--- config.mk ---
export PLATFORM = sky130hd
export DESIGN_NAME = osth_handler
export DESIGN_NICKNAME = d
export VERILOG_FILES = /design/src/osth_handler.v
export VERILOG_INCLUDE_DIRS = /design/src
export SDC_FILE = /design/constraint.sdc
export NUM_CORES = 1
export LEC_CHECK = 0
export BUFFER_PORTS_ARGS = -buffer_cell sky130_fd_sc_hd__buf_2
export CORE_MARGIN = 2
export CORE_UTILIZATION = 40
export CTS_CLUSTER_DIAMETER = 50
export DETAILED_ROUTE_END_ITERATION = 10
export MAX_ROUTING_LAYER = met4
export PLACE_DENSITY_LB_ADDON = 0.25
export SYNTH_ARGS = -nofsm -noshare
export SYNTH_HDL_FRONTEND = slang
export SYNTH_SLANG_ARGS = --single-unit
--- constraint.sdc ---
create_clock -name aclk -period 3.1 [get_ports aclk]
set_input_delay 0.31 -clock aclk [delete_from_list [all_inputs] [get_ports aclk]]
set_output_delay 0.31 -clock aclk [all_outputs]
set_load 0.02 [all_outputs]
--- src/osth_defs.vh ---
// constants for the order-status and terminal-order handler
`ifndef OSTH_DEFS_VH
`define OSTH_DEFS_VH

// ----------------------------------------------------------------
// register byte offsets
// ----------------------------------------------------------------
`define OSTH_REG_CTRL      4'h0
`define OSTH_REG_STATUS    4'h4
`define OSTH_REG_LAST      4'h8

// ----------------------------------------------------------------
// control register fields and reset value
// ----------------------------------------------------------------
`define OSTH_CTRL_CHMOD_BIT 0
`define OSTH_CTRL_RESET    32'h0000_0000
`define OSTH_CHMOD_RESET   1'b0

// ----------------------------------------------------------------
// order_in status byte, bit numbers as seen by the processor
// ----------------------------------------------------------------
`define OSTH_ST_XERR       0
`define OSTH_ST_LERR       1
`define OSTH_ST_CHMOD      2
`define OSTH_ST_DONE       3
`define OSTH_ST_ABN        4

// ----------------------------------------------------------------
// terminal_order bits
// ----------------------------------------------------------------
`define OSTH_TERM_INT      0
`define OSTH_TERM_CNTDONE  1
`define OSTH_TERM_CHAIN    2
`define OSTH_TERM_HALT     3

// ----------------------------------------------------------------
// axi responses
// ----------------------------------------------------------------
`define OSTH_RESP_OKAY     2'b00
`define OSTH_RESP_SLVERR   2'b10

`endif

--- src/osth_handler.v ---
// device-side order_in status / terminal_order handler with axi4-lite registers
// Overview of operation
// - chaining modifier makes processor skip one doubleword
// - no chaining ready, chaining stay busy, order_out
// - accept start_io right after channel_end when ready
// - hold channel_end until device quiet
// - after unusual_end, ready on to strobe trailing edge
// - unusual_end always reportable through order_in; here a fault during an order_in is not reported unless chaining follows
// - halt in order_in cycle: ready, silent
// - halt case still interrupts, chain bit ignored
// - faults, reset switch, bad order raise unusual_end
// - unusual_end fast, no data meanwhile
// - unusual_end also sets channel_end bit
// - status bits 5 to 7 always zero
// - terminal bit 0 raises interrupt only
// - count done leads to order_in with channel_end
// - chain bit examined only after channel_end
// - interrupt pending blocks start_io until acknowledged
// - chaining requests order_out alongside interrupt
// - processor halt: unusual_end, no data cycles
// - terminal bits 4 to 7 ignored
// - status bit 0 transmission error, 1 length
// - only processor ends service; end_data either; here end_data is unused, only end_service ends it
// - one order_in per order_out taken
//
// The register addresses and register access over AXI4-Lite were decided locally.
`timescale 1ns/1ps
`default_nettype none
`include "osth_defs.vh"

module osth_handler
(
	input  wire        aclk,
	input  wire        aresetn,
	// axi4-lite slave
	input  wire [3:0]  s_axi_awaddr,
	input  wire        s_axi_awvalid,
	output reg         s_axi_awready,
	input  wire [31:0] s_axi_wdata,
	input  wire [3:0]  s_axi_wstrb,
	input  wire        s_axi_wvalid,
	output reg         s_axi_wready,
	output reg  [1:0]  s_axi_bresp,
	output reg         s_axi_bvalid,
	input  wire        s_axi_bready,
	input  wire [3:0]  s_axi_araddr,
	input  wire        s_axi_arvalid,
	output reg         s_axi_arready,
	output reg  [31:0] s_axi_rdata,
	output reg  [1:0]  s_axi_rresp,
	output reg         s_axi_rvalid,
	input  wire        s_axi_rready,
	// processor side of the channel
	output reg         svc_req,
	output reg         svc_order_in,
	input  wire        svc_ack,
	output reg         request_strobe,
	input  wire        proc_ack,
	input  wire        end_service,
	input  wire        end_data,
	input  wire [7:0]  data_in,
	output reg  [7:0]  data_out,
	output reg         data_oen_n,
	input  wire        start_io,
	input  wire        halt_io,
	input  wire        ack_interrupt,
	output reg         int_req,
	// device side
	input  wire        parity_err,
	input  wire        reset_switch,
	input  wire        xmit_err,
	input  wire        length_err,
	input  wire        dev_quiet,
	output reg         cmd_valid,
	output reg  [7:0]  cmd_byte,
	output reg         busy,
	output reg         data_xfer_ok
);

// ----------------------------------------------------------------
// states
// ----------------------------------------------------------------
localparam [2:0] ST_READY = 3'd0;	// idle, accepts start_io
localparam [2:0] ST_BUSY  = 3'd1;	// order running on the device
localparam [2:0] ST_SVC   = 3'd2;	// service requested, awaiting grant
localparam [2:0] ST_STRB  = 3'd3;	// strobe high, awaiting processor
localparam [2:0] ST_NEXT  = 3'd4;	// strobe low between bytes

reg  [2:0]  state;			// controller state
reg         to_byte;		// next strobe fetches the terminal_order
reg         rep_done;		// this order_in reports channel_end
reg         rep_abn;		// this order_in reports unusual_end
reg         done_owed;		// channel_end owed to the processor
reg         abn_owed;		// unusual_end owed to the processor
reg         inq_left;		// an order_in is still allowed
reg         xerr_seen;		// transmission error latched
reg         lerr_seen;		// incorrect length latched
reg         chain_mod;		// software chaining modifier
reg  [7:0]  last_to;		// last terminal_order seen
reg  [3:0]  aw_addr;		// latched write address
reg  [31:0] w_data;			// latched write data
reg  [3:0]  w_strb;			// latched byte enables

// ----------------------------------------------------------------
// helpers
// ----------------------------------------------------------------
// orders the device knows; anything else is refused
function order_known;
	input [7:0] ord;
	begin
		order_known = (ord[3:0] == 4'h1) || (ord[3:0] == 4'h2) || (ord[3:0] == 4'h3);
	end
endfunction

// map a register offset to a legal flag
function reg_mapped;
	input [3:0] a;
	begin
		reg_mapped = (a == `OSTH_REG_CTRL) || (a == `OSTH_REG_STATUS) || (a == `OSTH_REG_LAST);
	end
endfunction

// status byte, bit 0 in the most significant lane
wire [7:0] status_byte;
assign status_byte[7 - `OSTH_ST_XERR]  = xerr_seen;
assign status_byte[7 - `OSTH_ST_LERR]  = lerr_seen;
assign status_byte[7 - `OSTH_ST_CHMOD] = chain_mod;
assign status_byte[7 - `OSTH_ST_DONE]  = rep_done | rep_abn;
assign status_byte[7 - `OSTH_ST_ABN]   = rep_abn;
assign status_byte[2:0]                = 3'b000;

// fault sources while an order is active
wire fault_now = (state != ST_READY) && (parity_err || reset_switch);
wire start_take = start_io && (state == ST_READY) && !int_req;

// ----------------------------------------------------------------
// channel state machine
// ----------------------------------------------------------------
// transitions follow processor handshakes, device status or one timed cycle (ST_NEXT); halt_io wins over all
always @(posedge aclk)
begin
	cmd_valid <= 1'b0;
	if (!aresetn)
	begin
		state          <= ST_READY;
		to_byte        <= 1'b0;
		rep_done       <= 1'b0;
		rep_abn        <= 1'b0;
		done_owed      <= 1'b0;
		abn_owed       <= 1'b0;
		inq_left       <= 1'b0;
		xerr_seen      <= 1'b0;
		lerr_seen      <= 1'b0;
		last_to        <= 8'h00;
		cmd_byte       <= 8'h00;
		svc_req        <= 1'b0;
		svc_order_in   <= 1'b0;
		request_strobe <= 1'b0;
		data_out       <= 8'h00;
		data_oen_n     <= 1'b1;
		int_req        <= 1'b0;
	end
	else
	begin
		// interrupt acknowledge; a new request in the same cycle wins below
		if (ack_interrupt)
			int_req <= 1'b0;
		// latch error indications for the next status byte
		if (xmit_err && state != ST_READY)
			xerr_seen <= 1'b1;
		if (length_err && state != ST_READY)
			lerr_seen <= 1'b1;
		if (fault_now)
			abn_owed <= 1'b1;
		if (halt_io)
		begin
			// computer-initiated stop: quiet return, no unusual_end
			state          <= ST_READY;
			svc_req        <= 1'b0;
			request_strobe <= 1'b0;
			data_oen_n     <= 1'b1;
			done_owed      <= 1'b0;
			abn_owed       <= 1'b0;
			inq_left       <= 1'b0;
		end
		else
		begin
			case (state)
			ST_READY:
			begin
				if (start_take)
				begin
					// fresh operation: ask for order_out to fetch the command
					state        <= ST_SVC;
					svc_req      <= 1'b1;
					svc_order_in <= 1'b0;
					xerr_seen    <= 1'b0;
					lerr_seen    <= 1'b0;
					done_owed    <= 1'b0;
					abn_owed     <= 1'b0;
					inq_left     <= 1'b0;
				end
			end
			ST_BUSY:
			begin
				// unusual_end goes first and at once; channel_end waits for quiet
				if (inq_left && (abn_owed || fault_now || (done_owed && dev_quiet)))
				begin
					state        <= ST_SVC;
					svc_req      <= 1'b1;
					svc_order_in <= 1'b1;
					inq_left     <= 1'b0;
					rep_abn      <= abn_owed || fault_now;
					rep_done     <= done_owed;
				end
			end
			ST_SVC:
			begin
				if (svc_ack)
				begin
					svc_req        <= 1'b0;
					state          <= ST_STRB;
					to_byte        <= 1'b0;
					request_strobe <= 1'b1;
					data_out       <= svc_order_in ? status_byte : 8'h00;
					data_oen_n     <= !svc_order_in;
				end
			end
			ST_STRB:
			begin
				if (proc_ack)
				begin
					// trailing edge of the strobe
					request_strobe <= 1'b0;
					data_oen_n     <= 1'b1;
					if (!to_byte)
					begin
						if (!svc_order_in)
						begin
							cmd_byte  <= data_in;
							cmd_valid <= 1'b1;
							inq_left  <= 1'b1;
							if (!order_known(data_in))
								abn_owed <= 1'b1;
						end
						if (end_service)
						begin
							// only the processor closes service, here with no terminal_order
							if (!svc_order_in)
								state <= ST_BUSY;
							else
							begin
								state      <= ST_READY;
								done_owed  <= 1'b0;
								abn_owed   <= 1'b0;
							end
						end
						else
						begin
							state   <= ST_NEXT;
							to_byte <= 1'b1;
						end
					end
					else
					begin
						// terminal_order: bits 4 to 7 are never looked at
						last_to <= data_in;
						if (data_in[`OSTH_TERM_INT])
							int_req <= 1'b1;
						if (svc_order_in)
						begin
							if (data_in[`OSTH_TERM_HALT])
							begin
								state      <= ST_READY;
								done_owed  <= 1'b0;
								abn_owed   <= 1'b0;
							end
							else if (rep_abn)
							begin
								state      <= ST_READY;
								done_owed  <= 1'b0;
								abn_owed   <= 1'b0;
							end
							else if (rep_done && data_in[`OSTH_TERM_CHAIN])
							begin
								state        <= ST_SVC;
								svc_req      <= 1'b1;
								svc_order_in <= 1'b0;
								done_owed    <= 1'b0;
							end
							else
							begin
								state      <= ST_READY;
								done_owed  <= 1'b0;
							end
						end
						else
						begin
							// order_out terminal order; a dummy simply leaves us busy
							state <= ST_BUSY;
							if (data_in[`OSTH_TERM_CNTDONE])
								done_owed <= 1'b1;
							if (data_in[`OSTH_TERM_HALT])
								abn_owed <= 1'b1;
						end
					end
				end
			end
			ST_NEXT:
			begin
				// one idle cycle so the processor sees a clean strobe edge
				state          <= ST_STRB;
				request_strobe <= 1'b1;
				data_oen_n     <= 1'b1;
			end
			default:
			begin
				state <= ST_READY;
			end
			endcase
		end
	end
end

// ----------------------------------------------------------------
// registered device-side status
// ----------------------------------------------------------------
// data cycles are forbidden while unusual_end is owed
always @(posedge aclk)
begin
	if (!aresetn)
	begin
		busy         <= 1'b0;
		data_xfer_ok <= 1'b0;
	end
	else
	begin
		busy         <= (state != ST_READY);
		data_xfer_ok <= (state == ST_BUSY) && inq_left && !abn_owed && !fault_now && !done_owed;
	end
end

// ----------------------------------------------------------------
// axi4-lite write channel
// ----------------------------------------------------------------
// address and data taken in either order, response after both
always @(posedge aclk)
begin
	if (!aresetn)
	begin
		s_axi_awready <= 1'b1;
		s_axi_wready  <= 1'b1;
		s_axi_bvalid  <= 1'b0;
		s_axi_bresp   <= `OSTH_RESP_OKAY;
		aw_addr       <= 4'h0;
		w_data        <= 32'h0000_0000;
		w_strb        <= 4'h0;
		chain_mod     <= `OSTH_CHMOD_RESET;
	end
	else
	begin
		if (s_axi_awready && s_axi_awvalid)
		begin
			aw_addr       <= s_axi_awaddr;
			s_axi_awready <= 1'b0;
		end
		if (s_axi_wready && s_axi_wvalid)
		begin
			w_data       <= s_axi_wdata;
			w_strb       <= s_axi_wstrb;
			s_axi_wready <= 1'b0;
		end
		if (!s_axi_awready && !s_axi_wready && !s_axi_bvalid)
		begin
			s_axi_bvalid <= 1'b1;
			if (reg_mapped(aw_addr))
				s_axi_bresp <= `OSTH_RESP_OKAY;
			else
				s_axi_bresp <= `OSTH_RESP_SLVERR;
			// only control is writable; others ignore the data
			if (aw_addr == `OSTH_REG_CTRL && w_strb[0])
				chain_mod <= w_data[`OSTH_CTRL_CHMOD_BIT];
		end
		if (s_axi_bvalid && s_axi_bready)
		begin
			s_axi_bvalid  <= 1'b0;
			s_axi_awready <= 1'b1;
			s_axi_wready  <= 1'b1;
		end
	end
end

// ----------------------------------------------------------------
// axi4-lite read channel
// ----------------------------------------------------------------
// one read at a time, answered the cycle after the address is taken
always @(posedge aclk)
begin
	if (!aresetn)
	begin
		s_axi_arready <= 1'b1;
		s_axi_rvalid  <= 1'b0;
		s_axi_rdata   <= 32'h0000_0000;
		s_axi_rresp   <= `OSTH_RESP_OKAY;
	end
	else
	begin
		if (s_axi_arready && s_axi_arvalid)
		begin
			s_axi_arready <= 1'b0;
			s_axi_rvalid  <= 1'b1;
			s_axi_rresp   <= reg_mapped(s_axi_araddr) ? `OSTH_RESP_OKAY : `OSTH_RESP_SLVERR;
			case (s_axi_araddr)
			`OSTH_REG_CTRL:
				s_axi_rdata <= {31'h0000_0000, chain_mod};
			`OSTH_REG_STATUS:
				s_axi_rdata <= {22'h00_0000, lerr_seen, xerr_seen, inq_left, busy,
				                abn_owed, done_owed, int_req, state};
			`OSTH_REG_LAST:
				s_axi_rdata <= {16'h0000, cmd_byte, last_to};
			default:
				s_axi_rdata <= 32'h0000_0000;
			endcase
		end
		if (s_axi_rvalid && s_axi_rready)
		begin
			s_axi_rvalid  <= 1'b0;
			s_axi_arready <= 1'b1;
		end
	end
end

endmodule
`default_nettype wire

Word level (Yosys, flattened, before mapping):

Index checks and enable logic that the tools add are counted.

* register bits after elaboration: 91
* bits of input ports: 71
* output and inout port bits: 65
* word-level logic and storage cells: 210

* eq/ne operators: 25
* mux-type cells: 84
* bitwise logic cells: 7
* reduce and logical (&&, ||, !) cells: 62

Operators by type and width (number)
* 1-bit two-way mux: 61
* 16-bit case mux with 3 select lines: 1
* 2-bit inequality test, second input constant: 11
* 3-bit two-way mux: 7
* 1-bit logical AND: 20
* 6-bit AND reduction: 3
* 3-bit case mux with 5 select lines: 1
* 1-bit case mux with 3 select lines: 4
* 4-bit AND reduction: 3
* 2-bit two-way mux: 5
* 10-bit AND reduction: 1
* 1-bit logical OR: 9
* 3-bit inequality test, second input constant: 3
* 3-bit AND reduction: 3
* 3-bit nonzero test: 3
* 4-bit by 2-bit equality test with 1-bit output, second input constant: 2
* 4-bit by 3-bit equality test with 1-bit output, second input constant: 2
* 4-bit equality test, second input constant: 2
* 1-bit logical NOT: 8
* 4-bit logical NOT: 2
* 8-bit two-way mux: 1
* 3-bit by 2-bit equality test with 1-bit output, second input constant: 2
* 1-bit inverter: 6
* 1-bit case mux with 2 select lines: 3
* 12 further kinds: 15

Logic depth before layout (Yosys ltp):

Gate-level depths: netlist of the first run.

* depth in word-level cells: 10
* depth in mapped cells: 7
* depth with buffers taken out: 4

Worst setup path after synthesis of the first run:

OpenSTA, ideal clock, no wires.

* path type: register to register
* start: register state[1]
* end: register abn_owed
* library setup time: 0.116 ns
* arrival: 1.437 ns
* required time: 2.984 ns
* path slack: 1.547 ns
* stages on the path, launching flop included: 6
* buffers on the path: 1
* period minus slack after synthesis: 1.553 ns
* cell sequence: dfxtp_1 -> buf_2 -> or4b_4 -> a21oi_4 -> o21ai_1 -> a31o_1

* cells in the longest elaborated chain, start to end: 10

Ends and longest elaborated chain
* start: declaration: RTL line osth_handler.v:89 `reg [2:0] state;`
* start signal: assignment: RTL line osth_handler.v:145 `state <= ST_READY;`
* start signal: assignment: RTL line osth_handler.v:178 `state <= ST_READY;`
* start signal: assignment: RTL line osth_handler.v:194 `state <= ST_SVC;`
* 3-bit nonzero test: RTL line osth_handler.v:133 `wire fault_now = (state != ST_READY) && (parity_err || reset_switch);`
* 1-bit logical AND: RTL line osth_handler.v:133
* 1-bit two-way mux: RTL line osth_handler.v:173 `if (fault_now)`
* 1-bit two-way mux: RTL line osth_handler.v:243 `if (!order_known(data_in))`
* 1-bit two-way mux: RTL line osth_handler.v:238 `if (!svc_order_in)`
* 1-bit two-way mux: RTL line osth_handler.v:249 `if (!svc_order_in)`
* 1-bit two-way mux: RTL line osth_handler.v:246 `if (end_service)`
* 1-bit two-way mux: RTL line osth_handler.v:236 `if (!to_byte)`
* 1-bit two-way mux: RTL line osth_handler.v:231 `if (proc_ack)`
* 1-bit case mux with 2 select lines (*): RTL line osth_handler.v:188 `case (state)`
* end signal: assignment: RTL line osth_handler.v:200 `abn_owed <= 1'b0;`
* end signal: assignment: RTL line osth_handler.v:244 `abn_owed <= 1'b1;`
* end signal: assignment: RTL line osth_handler.v:255 `abn_owed <= 1'b0;`
* end: declaration: RTL line osth_handler.v:94 `reg abn_owed;`

Every way passes the cells marked *; elsewhere a longest branch is shown, timed or not.
A chain may end at the register's enable or synchronous reset.

Final worst setup path of the first run:

* start: register state[0]
* end: register last_to[5]

* cells in the longest elaborated chain, start to end: 2

Ends and longest elaborated chain
* 3-bit by 2-bit equality test with 1-bit output: RTL line osth_handler.v:188
* 4-bit AND reduction (no line)
* end signal: assignment: RTL line osth_handler.v:267 `last_to <= data_in;`
* end: declaration: RTL line osth_handler.v:99 `reg [7:0] last_to;`

No other way between the ends.

==> results of run 1 <==
-- placed cells by master, fill, tap and decap left out, drive strengths merged, types with 11 or more instances in the layout --
cell type   n
a22oi      11
a21oi      13
buf        82
conb       21
nor2       16
nand2      59
and2       14
o21ai      36
dfxtp      70
nand3      36
a21boi     18
-- routing by layer --
layer	up-vias	GRT usage, %	wire length, um
li1	1465	-	-
met1	1350	23.98	3729
met2	85	26.61	3554
met3	9	4.389	500
met4	0	9.058	142
met5	-	-	0
-- how the worst max path moves through the flow --
stage | cells past startpoint | to
5_1_grt | 3 | cmd_byte[2]$_SDFFE_PN0P_
3_5_place_dp | 4 | cmd_byte[3]$_SDFFE_PN0P_
6_report | 4 | last_to[5]$_SDFFE_PN0P_
2_1_floorplan | 5 | abn_owed$_SDFF_PP0_
3_3_place_gp | 4 | cmd_byte[3]$_SDFFE_PN0P_
4_1_cts | 4 | cmd_byte[3]$_SDFFE_PN0P_
-- worst max-delay path: stages, from the launching register on --
cell	delay, ps
dfxtp_1	700
nand4b_2	330
or3_1	630
nand3_1	180
o21ai_1	70
-- power groups by stage --
stage          combinational [mW]  clock [mW]  sequential (mW)
6_report                    0.171       0.820            0.928
5_1_grt                     0.188       0.880            0.931
4_1_cts                     0.171       0.836            0.928
3_5_place_dp                0.171           0            0.950
3_3_place_gp                0.169           0            0.949
2_1_floorplan               0.122           0            0.956
-- area by class of cell --
type | instances | area [um2]
clock buffer | 9 | 123.9
timing repair buffer | 82 | 417.9
tap | 102 | 127.6
fill | 795 | 3945
multi-input combinational | 290 | 1674
inverter | 5 | 18.77
clock inverter | 7 | 98.84
sequential | 70 | 1401
-- state kept, by name (all words and copies together), names as in the netlist, 3 cells and up --
| register | count |
|---|---|
| aw_addr | 4 |
| cmd_byte | 8 |
| data_out | 5 |
| last_to | 8 |
| s_axi_rdata | 16 |
| state | 3 |
-- metrics by stage --
stage | hold WS [ps] | setup slack [ps] | cells | instance area (um2)
after CTS | 139.8 | 1074 | 565 | 3862
after detailed placement | 451.6 | 1082 | 549 | 3640
after floorplan | 404.3 | 1547 | 409 | 3346
after global routing | 133.6 | 858.1 | 565 | 3862
after global placement | 445.4 | 1110 | 549 | 3640
final | 156.2 | 1062 | 565 | 3862
-- kinds of logic (layout without fill, tap and decap cells) --
kind of cell           count (synthesis)  count (layout)  synth area share, %
buffers and inverters                 49             103                8.263
multiplexers                           5               5                1.530
other                                  1              21               0.1147
flip-flops                            70              70                42.85
AO/OA/AOI/OAI                        101             101                20.66
AND/OR/NAND/NOR                      163             163                26.59
==> results.toml, run 1 <==
[status]
status = "finished, final reports clean"

[cts]
post_cts_resized = 0
numCtsBuffers = 9
cts_setup_buffers = 0
htreeDepth = 3
clock_path_buffers = 2
cts_hold_buf = 0
cts_sinks = 70
cts_root_buf = "clkbuf_8"
clock_latency_ps = 360
cts_tree = "built"
path_clk_slew_ps = 80

[floorplanning]
die_height_um = 94.43
initial_core_util_pct = 41.89
die_area_um2 = 8916
core_um2 = 7807
io_pins = 136
std_cell_rows = 32
die_w_um = 94.43

[final_layout]
drive_gt1_share_pct = 24.19
area_growth_pct = 18.09
num_antenna_cells = 0
final_nets = 529
utilization_pct = 49.47

[setup_path]
crit_type = "reg -> reg"
critPathCaptureType = "flip-flop"
reg2reg_depth = 4
crit_required_ps = 3330
crit_fanout = 18
r2r_setup_slack_ps = 1060
cp-start-kind = "flip-flop"
arrival_ps = 2270
startpoint = "state[0]$_SDFFE_PP0P_"
reg2reg_to = "last_to[5]$_SDFFE_PN0P_"
regToRegStartpoint = "state[0]$_SDFFE_PP0P_"

[drt]
vias_per_cell = 5.149
drcViolationCount = 0
drt-pass1-iter-count = 5
vias = 2909
first_iter_violations = 175
wl_per_cell_um = 14.03
wl_um = 7927
ant_nets = 0

[logic_synthesis]
ys_top_cells_by_area = "dfxtp_1 (43%), nand2_1 (6.8%), nand3_1 (5.5%)"
synth.most_common_cell = "dfxtp_1"
post_synth.cell_area_avg_um2 = 8.408
synth_commonest_cells = "dfxtp_1 (70), nand2_1 (59), nand3_1 (36)"
synth_seq_area_share_pct = 42.85
synth.largest_area_cell = "dfxtp_1"
synth_warnings = 0
synthArstFlopShare_pct = 0
synth-seq-cells = 70
dominantRegCellSynth = "dfxtp_1"
synth_edf_count = 0
ys_types = 49
syn_area_um2 = 3271
synth_top_cell_area_share_pct = 42.85
synthCells = 389

[timing]
setup_viol = 0
finalSetupTns_ps = 0
final_hold_viol_count = 0
min_period_over_period_pct = 65.73
fin_worst_skew_ps = 10.23
period_minus_slack_ps = 2038
fmax_mhz = 490.8
relSlewSlack_pct = 41.74
worst_slew_pin_slew_ps = 871.7
rsz0062_at_grt = "false"
slew_violations = 0

[placement]
routabilityCongestion = 0.8141
io_buffers = 79
hpwl_um = 5732

[pwr]
powerDensity_nw_per_um2 = 497.1
switchingPower_uw = 495.2
p_int_mw = 1.425
vdd_drop_max_mv = 0.2464
p_leak_nw = 1.554
swShare_pct = 25.79
seqPwrFrac_pct = 48.4
power.share.clock_pct = 42.7
power_mw = 1.920
p_comb_share_pct = 8.9

[global_routing]
antenna_found_initial = 0
grt.overflow.total = 0
grt_pass1_wl_um = 12180
grt_use_total_pct = 18.37
grt_max_degree = 45
grt_pass1_vias = 2440

[flow_run]
cap_violations = 0

[worst_hold_path]
hp-start = "ack_interrupt"
hold_path_depth = 2
holdPathEnd = "int_req$_SDFF_PN0_"
min-delay-path-class = "in -> reg"
Note: power is estimated with default switching activity, not from simulation.
==> run 2, diff against run 1 <==
Settings changed: ABC_AREA set to 1.
Clock period 3.1 ns to 1.7 ns, I/O delays scaled along.
==> run 2 against run 1 <==
Effect of this change: clock skew down 1.2 ps; design area down 1.1%; synthesized cell count up 10%; final cell count up 10%; sequential share of layout area up 0.40 points; sequential cell count unchanged; critical path type unchanged; highest routed layer unchanged.
==> results.toml, run 2 <==
[logic_synthesis]
ys_types = 31
synthCells = 429
synth_edf_count = 0
synth-seq-cells = 70
synth_commonest_cells = "nand2_1 (77), dfxtp_1 (70), nor2_1 (59)"
synth.largest_area_cell = "dfxtp_1"
synth_top_cell_area_share_pct = 44.98
synth_seq_area_share_pct = 44.98
ys_top_cells_by_area = "dfxtp_1 (45%), nand2_1 (9.3%), o21ai_0 (8.8%)"
synth.most_common_cell = "nand2_1"
synthArstFlopShare_pct = 0
syn_area_um2 = 3115
synth_warnings = 0
dominantRegCellSynth = "dfxtp_1"
post_synth.cell_area_avg_um2 = 7.262

[cts]
clock_latency_ps = 340
path_clk_slew_ps = 70
clock_path_buffers = 2
cts_root_buf = "clkbuf_8"
cts_setup_buffers = 0
cts_sinks = 70
cts_hold_buf = 0
numCtsBuffers = 9
post_cts_resized = 0
htreeDepth = 3
cts_tree = "built"

[setup_path]
cp.buffers_inverters = 2
cp-start-kind = "flip-flop"
crit_type = "reg -> reg"
r2r_setup_slack_ps = 160
reg2reg_to = "state[0]$_SDFFE_PP0P_"
reg2reg_depth = 8
critPathSlowestCell = "o21ai_0"
crit_fanout = 5
crit_path_max_incr_delay_ps = 380
critPathCaptureType = "flip-flop"
regToRegStartpoint = "state[0]$_SDFFE_PP0P_"
arrival_ps = 1780
crit_required_ps = 1940
cpLargestDelayFamily = "simple AND/OR/NAND/NOR gates"
path_cells = "inv_1 > nand3_1 > o21ai_0 > inv_1 > nand3_2 > nand2_1 > nand2_1 > nor2_1"

[final_layout]
top_register = "s_axi_rdata"
ff_latch_area_um2 = 1401
reg_top3 = "s_axi_rdata (16), cmd_byte (8), last_to (8)"
num_antenna_cells = 0
area_growth_pct = 22.61
multiInputGateArea_um2 = 1399
largest_reg_flops = 16
final_nets = 588
utilization_pct = 49.95
drive_gt1_share_pct = 23.22
fill_cells = 797
mostFrequentLayoutCells = "buf_2 (79), nand2_1 (77), dfxtp_1 (70)"
final_common_cell = "buf_2"

[drt]
ant_nets = 0
vias_per_cell = 4.693
wl_um = 7740
drt-pass1-iter-count = 5
drcViolationCount = 0
first_iter_violations = 109
vias = 2924
wl_per_cell_um = 12.42

[floorplanning]
io_pins = 136
die_area_um2 = 8511
initial_core_util_pct = 40.74
die_w_um = 92.26
core_um2 = 7647
std_cell_rows = 32
die_height_um = 92.26

[flow_run]
cap_violations = 0

[timing]
period_minus_slack_ps = 1542
finalSetupTns_ps = 0
setup_viol = 0
rsz0062_at_grt = "false"
fmax_mhz = 648.6
slew_violations = 0
fin_worst_skew_ps = 9.038
setup_slack_ps = 158.2
final_hold_viol_count = 0
min_period_over_period_pct = 90.69

[placement]
hpwl_um = 5872
routabilityCongestion = 0.9476
pre_cts_ws_ps = 219.1
io_buffers = 79

[status]
status = "finished, final reports clean"

[global_routing]
grt_max_degree = 38
grt_use_total_pct = 19.25
grt.overflow.total = 0
antenna_found_initial = 0
grt_pass1_wl_um = 12410
grt_pass1_vias = 2644

[pwr]
p_leak_nw = 1.747
powerDensity_nw_per_um2 = 989.3
vdd_drop_max_mv = 0.4252
power_mw = 3.779

[worst_hold_path]
min-delay-path-class = "in -> reg"
hold_path_depth = 2
hp-start = "s_axi_awvalid"
holdPathEnd = "s_axi_awready$_SDFFE_PP1P_"
-- run 2: cell types whose count changed after synthesis, sizes merged, moves of 8 or more --
cell / change
a21oi: +25
clkbuf: -10
nor2b: -8
nor2: +44
a21boi: -17
nand2: +22
nand3: -18
and2: -14
a22oi: -10
inv: +40
o21ai: +21
-- run 2: cells by family after synthesis --
family	share of synthesized area, %
AOI/OAI and AO/OA	18.27
buffers and inverters	12.53
DFF	44.98
other	0.1204
and+or+nand+nor	24.10
-- run 2: worst max path at each step --
| stage | depth (start not counted) | end | startpoint |
|---|---|---|---|
| after floorplan | 6 | cmd_byte[1]$_SDFFE_PN0P_ | svc_order_in$_SDFFE_PN0P_ |
| after global placement | 8 | state[0]$_SDFFE_PP0P_ | state[0]$_SDFFE_PP0P_ |
| after detailed placement | 8 | state[0]$_SDFFE_PP0P_ | state[0]$_SDFFE_PP0P_ |
| after CTS | 8 | state[0]$_SDFFE_PP0P_ | state[0]$_SDFFE_PP0P_ |
| after global routing | 8 | state[0]$_SDFFE_PP0P_ | state[0]$_SDFFE_PP0P_ |
| final | 8 | state[0]$_SDFFE_PP0P_ | state[0]$_SDFFE_PP0P_ |
-- run 2: cell type report --
cell class | instances | share of cell area (%)
Sequential cell | 70 | 36.69
Multi-Input combinational cell | 300 | 36.62
Timing Repair Buffer | 89 | 12.32
Inverter | 47 | 4.880
Tap cell | 102 | 3.341
Clock buffer | 9 | 3.243
Clock inverter | 6 | 2.915
-- run 2: power breakdown --
| group | internal (mW) | switching, mW | total, mW |
|---|---|---|---|
| clock | 0.966 | 0.627 | 1.59 |
| sequential | 1.69 | 0.0350 | 1.73 |
| combinational | 0.146 | 0.310 | 0.456 |
-- run 2: metrics by stage --
step           instance area, um2  hold WS [ps]  std cells
2_1_floorplan                3191         270.4        449
3_3_place_gp                 3585         369.7        608
3_5_place_dp                 3585         388.8        608
4_1_cts                      3820         12.37        623
5_1_grt                      3820         29.06        623
6_report                     3820         32.04        623
-- run 2: per-layer routing --
| metal | part of all wire, % | routed length [um] | global-route usage (%) |
|---|---|---|---|
| met4 | 1.7 | 130 | 6.468 |
| met2 | 45 | 3474 | 29.41 |
| met5 | 0 | 0 | - |
| met1 | 48 | 3700 | 24.95 |
| met3 | 5.6 | 435 | 4.930 |
==> run 3, diff against run 2 <==
Settings changed: MAX_ROUTING_LAYER met4 to not set.
==> run 3 against run 2 <==
Effect of this change: setup slack improved by 44 ps; register-to-register slack improved by 40 ps; die area stayed put; clock power shrank 19%; via count down 1.2%; critical path type unchanged; combinational power barely moved; critical path depth is 1 higher; sequential cell count stayed put; design area shrank 1.4%; count of clock-buffer cells in the layout grew 1; final cell count stayed put; largest cell class unchanged; clock skew shrank 1.4 ps.
==> results.toml, run 3 (synthesis results as in run 2) <==
[status]
status = "finished, final reports clean"

[global_routing]
grt_use_total_pct = 18.53
grt_pass1_vias = 2676
grt_pass1_wl_um = 12440
antenna_found_initial = 0
grt_max_degree = 38
grt.overflow.total = 0

[drt]
wl_per_cell_um = 12.14
vias_per_cell = 4.637
drcViolationCount = 0
wl_um = 7565
vias = 2889
ant_nets = 0
drt-pass1-iter-count = 4
first_iter_violations = 99

[cts]
cts_setup_buffers = 0
cts_sinks = 70
numCtsBuffers = 9
htreeDepth = 3
cts_root_buf = "clkbuf_8"
post_cts_resized = 0
clock_path_buffers = 2
cts_tree = "built"
cts_hold_buf = 0
path_clk_slew_ps = 70
clock_latency_ps = 330

[final_layout]
top_register = "s_axi_rdata"
ff_latch_area_um2 = 1401
mostFrequentLayoutCells = "buf_2 (79), nand2_1 (77), dfxtp_1 (70)"
fill_cells = 795
multiInputGateArea_um2 = 1399
reg_top3 = "s_axi_rdata (16), cmd_byte (8), last_to (8)"
largest_reg_flops = 16
area_growth_pct = 20.92
final_nets = 587
final_common_cell = "buf_2"
num_antenna_cells = 0
drive_gt1_share_pct = 23.03

[floorplanning]
std_cell_rows = 32
initial_core_util_pct = 40.74
die_height_um = 92.26
io_pins = 136
die_w_um = 92.26
die_area_um2 = 8511
core_um2 = 7647

[timing]
finalSetupTns_ps = 0
slew_violations = 0
setup_viol = 0
min_period_over_period_pct = 88.08
fin_worst_skew_ps = 7.671
rsz0062_at_grt = "false"
final_hold_viol_count = 0
period_minus_slack_ps = 1497
fmax_mhz = 667.8

[flow_run]
cap_violations = 0

[pwr]
power_mw = 3.477
powerDensity_nw_per_um2 = 923.0
p_leak_nw = 1.726
vdd_drop_max_mv = 0.3244

[setup_path]
critPathCaptureType = "flip-flop"
crit_type = "reg -> reg"
crit_fanout = 6
crit_required_ps = 1930
arrival_ps = 1730
cp-start-kind = "flip-flop"

[placement]
hpwl_um = 5732
io_buffers = 79
routabilityCongestion = 0.9027

[worst_hold_path]
min-delay-path-class = "in -> reg"
[run 3: cell types whose count changed in the layout (fill, tap and decap cells not counted), sizes merged]
cell / before / now
clkbuf: 9 / 10
buf: 89 / 88
bufinv: 3 / 1
clkinv: 4 / 7
clkinvlp: 1 / 0
[run 3: worst max-delay path, cell delays in order (launching register included)]
cell	delay, ps
dfxtp_1	460
inv_2	110
nand2_2	160
nand2_2	80
nand3_2	80
nand2_2	50
nand2_2	130
nand3_2	110
o21ai_0	160
inv_1	50
[run 3: area by class of cell]
class / count / share of cell area, %
clock inverters: 6 / 1.661
clock buffers: 10 / 3.388
multi-input cells: 300 / 37.13
repair buffers: 88 / 12.29
inverters: 47 / 4.949
well taps: 102 / 3.388
flip-flops and latches: 70 / 37.20
[run 3: worst paths after layout]
path                              start                          to  slack [ps]  depth (start not counted)
setup reg to reg  state[2]$_SDFFE_PP0P_       state[1]$_SDFFE_PP0P_         200                          9
hold / removal            s_axi_awvalid  s_axi_awready$_SDFFE_PP1P_          40                          2
hold reg to reg    svc_req$_SDFFE_PP0P_        svc_req$_SDFFE_PP0P_         450                          2
setup / recovery  state[2]$_SDFFE_PP0P_       state[1]$_SDFFE_PP0P_         200                          9
[run 3: where the power goes]
group          switching [mW]  total (mW)  internal (mW)
registers              0.0338        1.73           1.69
logic                   0.312       0.457          0.145
clock network           0.616        1.29          0.675
[run 3: through the flow]
step	cell area (um2)	instances	util [%]	setup slack, ps	hold WS, ps
floorplan	3191	449	-	361.6	270.4
global placement	3577	607	46.78	229.3	370.5
detailed placement	3577	607	46.78	226.4	379.5
CTS	3767	623	49.26	205.5	22.98
global route	3767	623	49.26	14.58	33.65
finish	3767	623	49.26	202.6	36.50
[run 3: layer usage]
metal	wire (um)	share of wire (%)	up-vias	global-route usage (%)
met5	0	0	-	0
met4	44	0.58	0	4.478
met3	402	5.3	4	4.601
met2	3522	47	85	30.51
met1	3596	48	1274	24.44
li1	-	-	1526	-
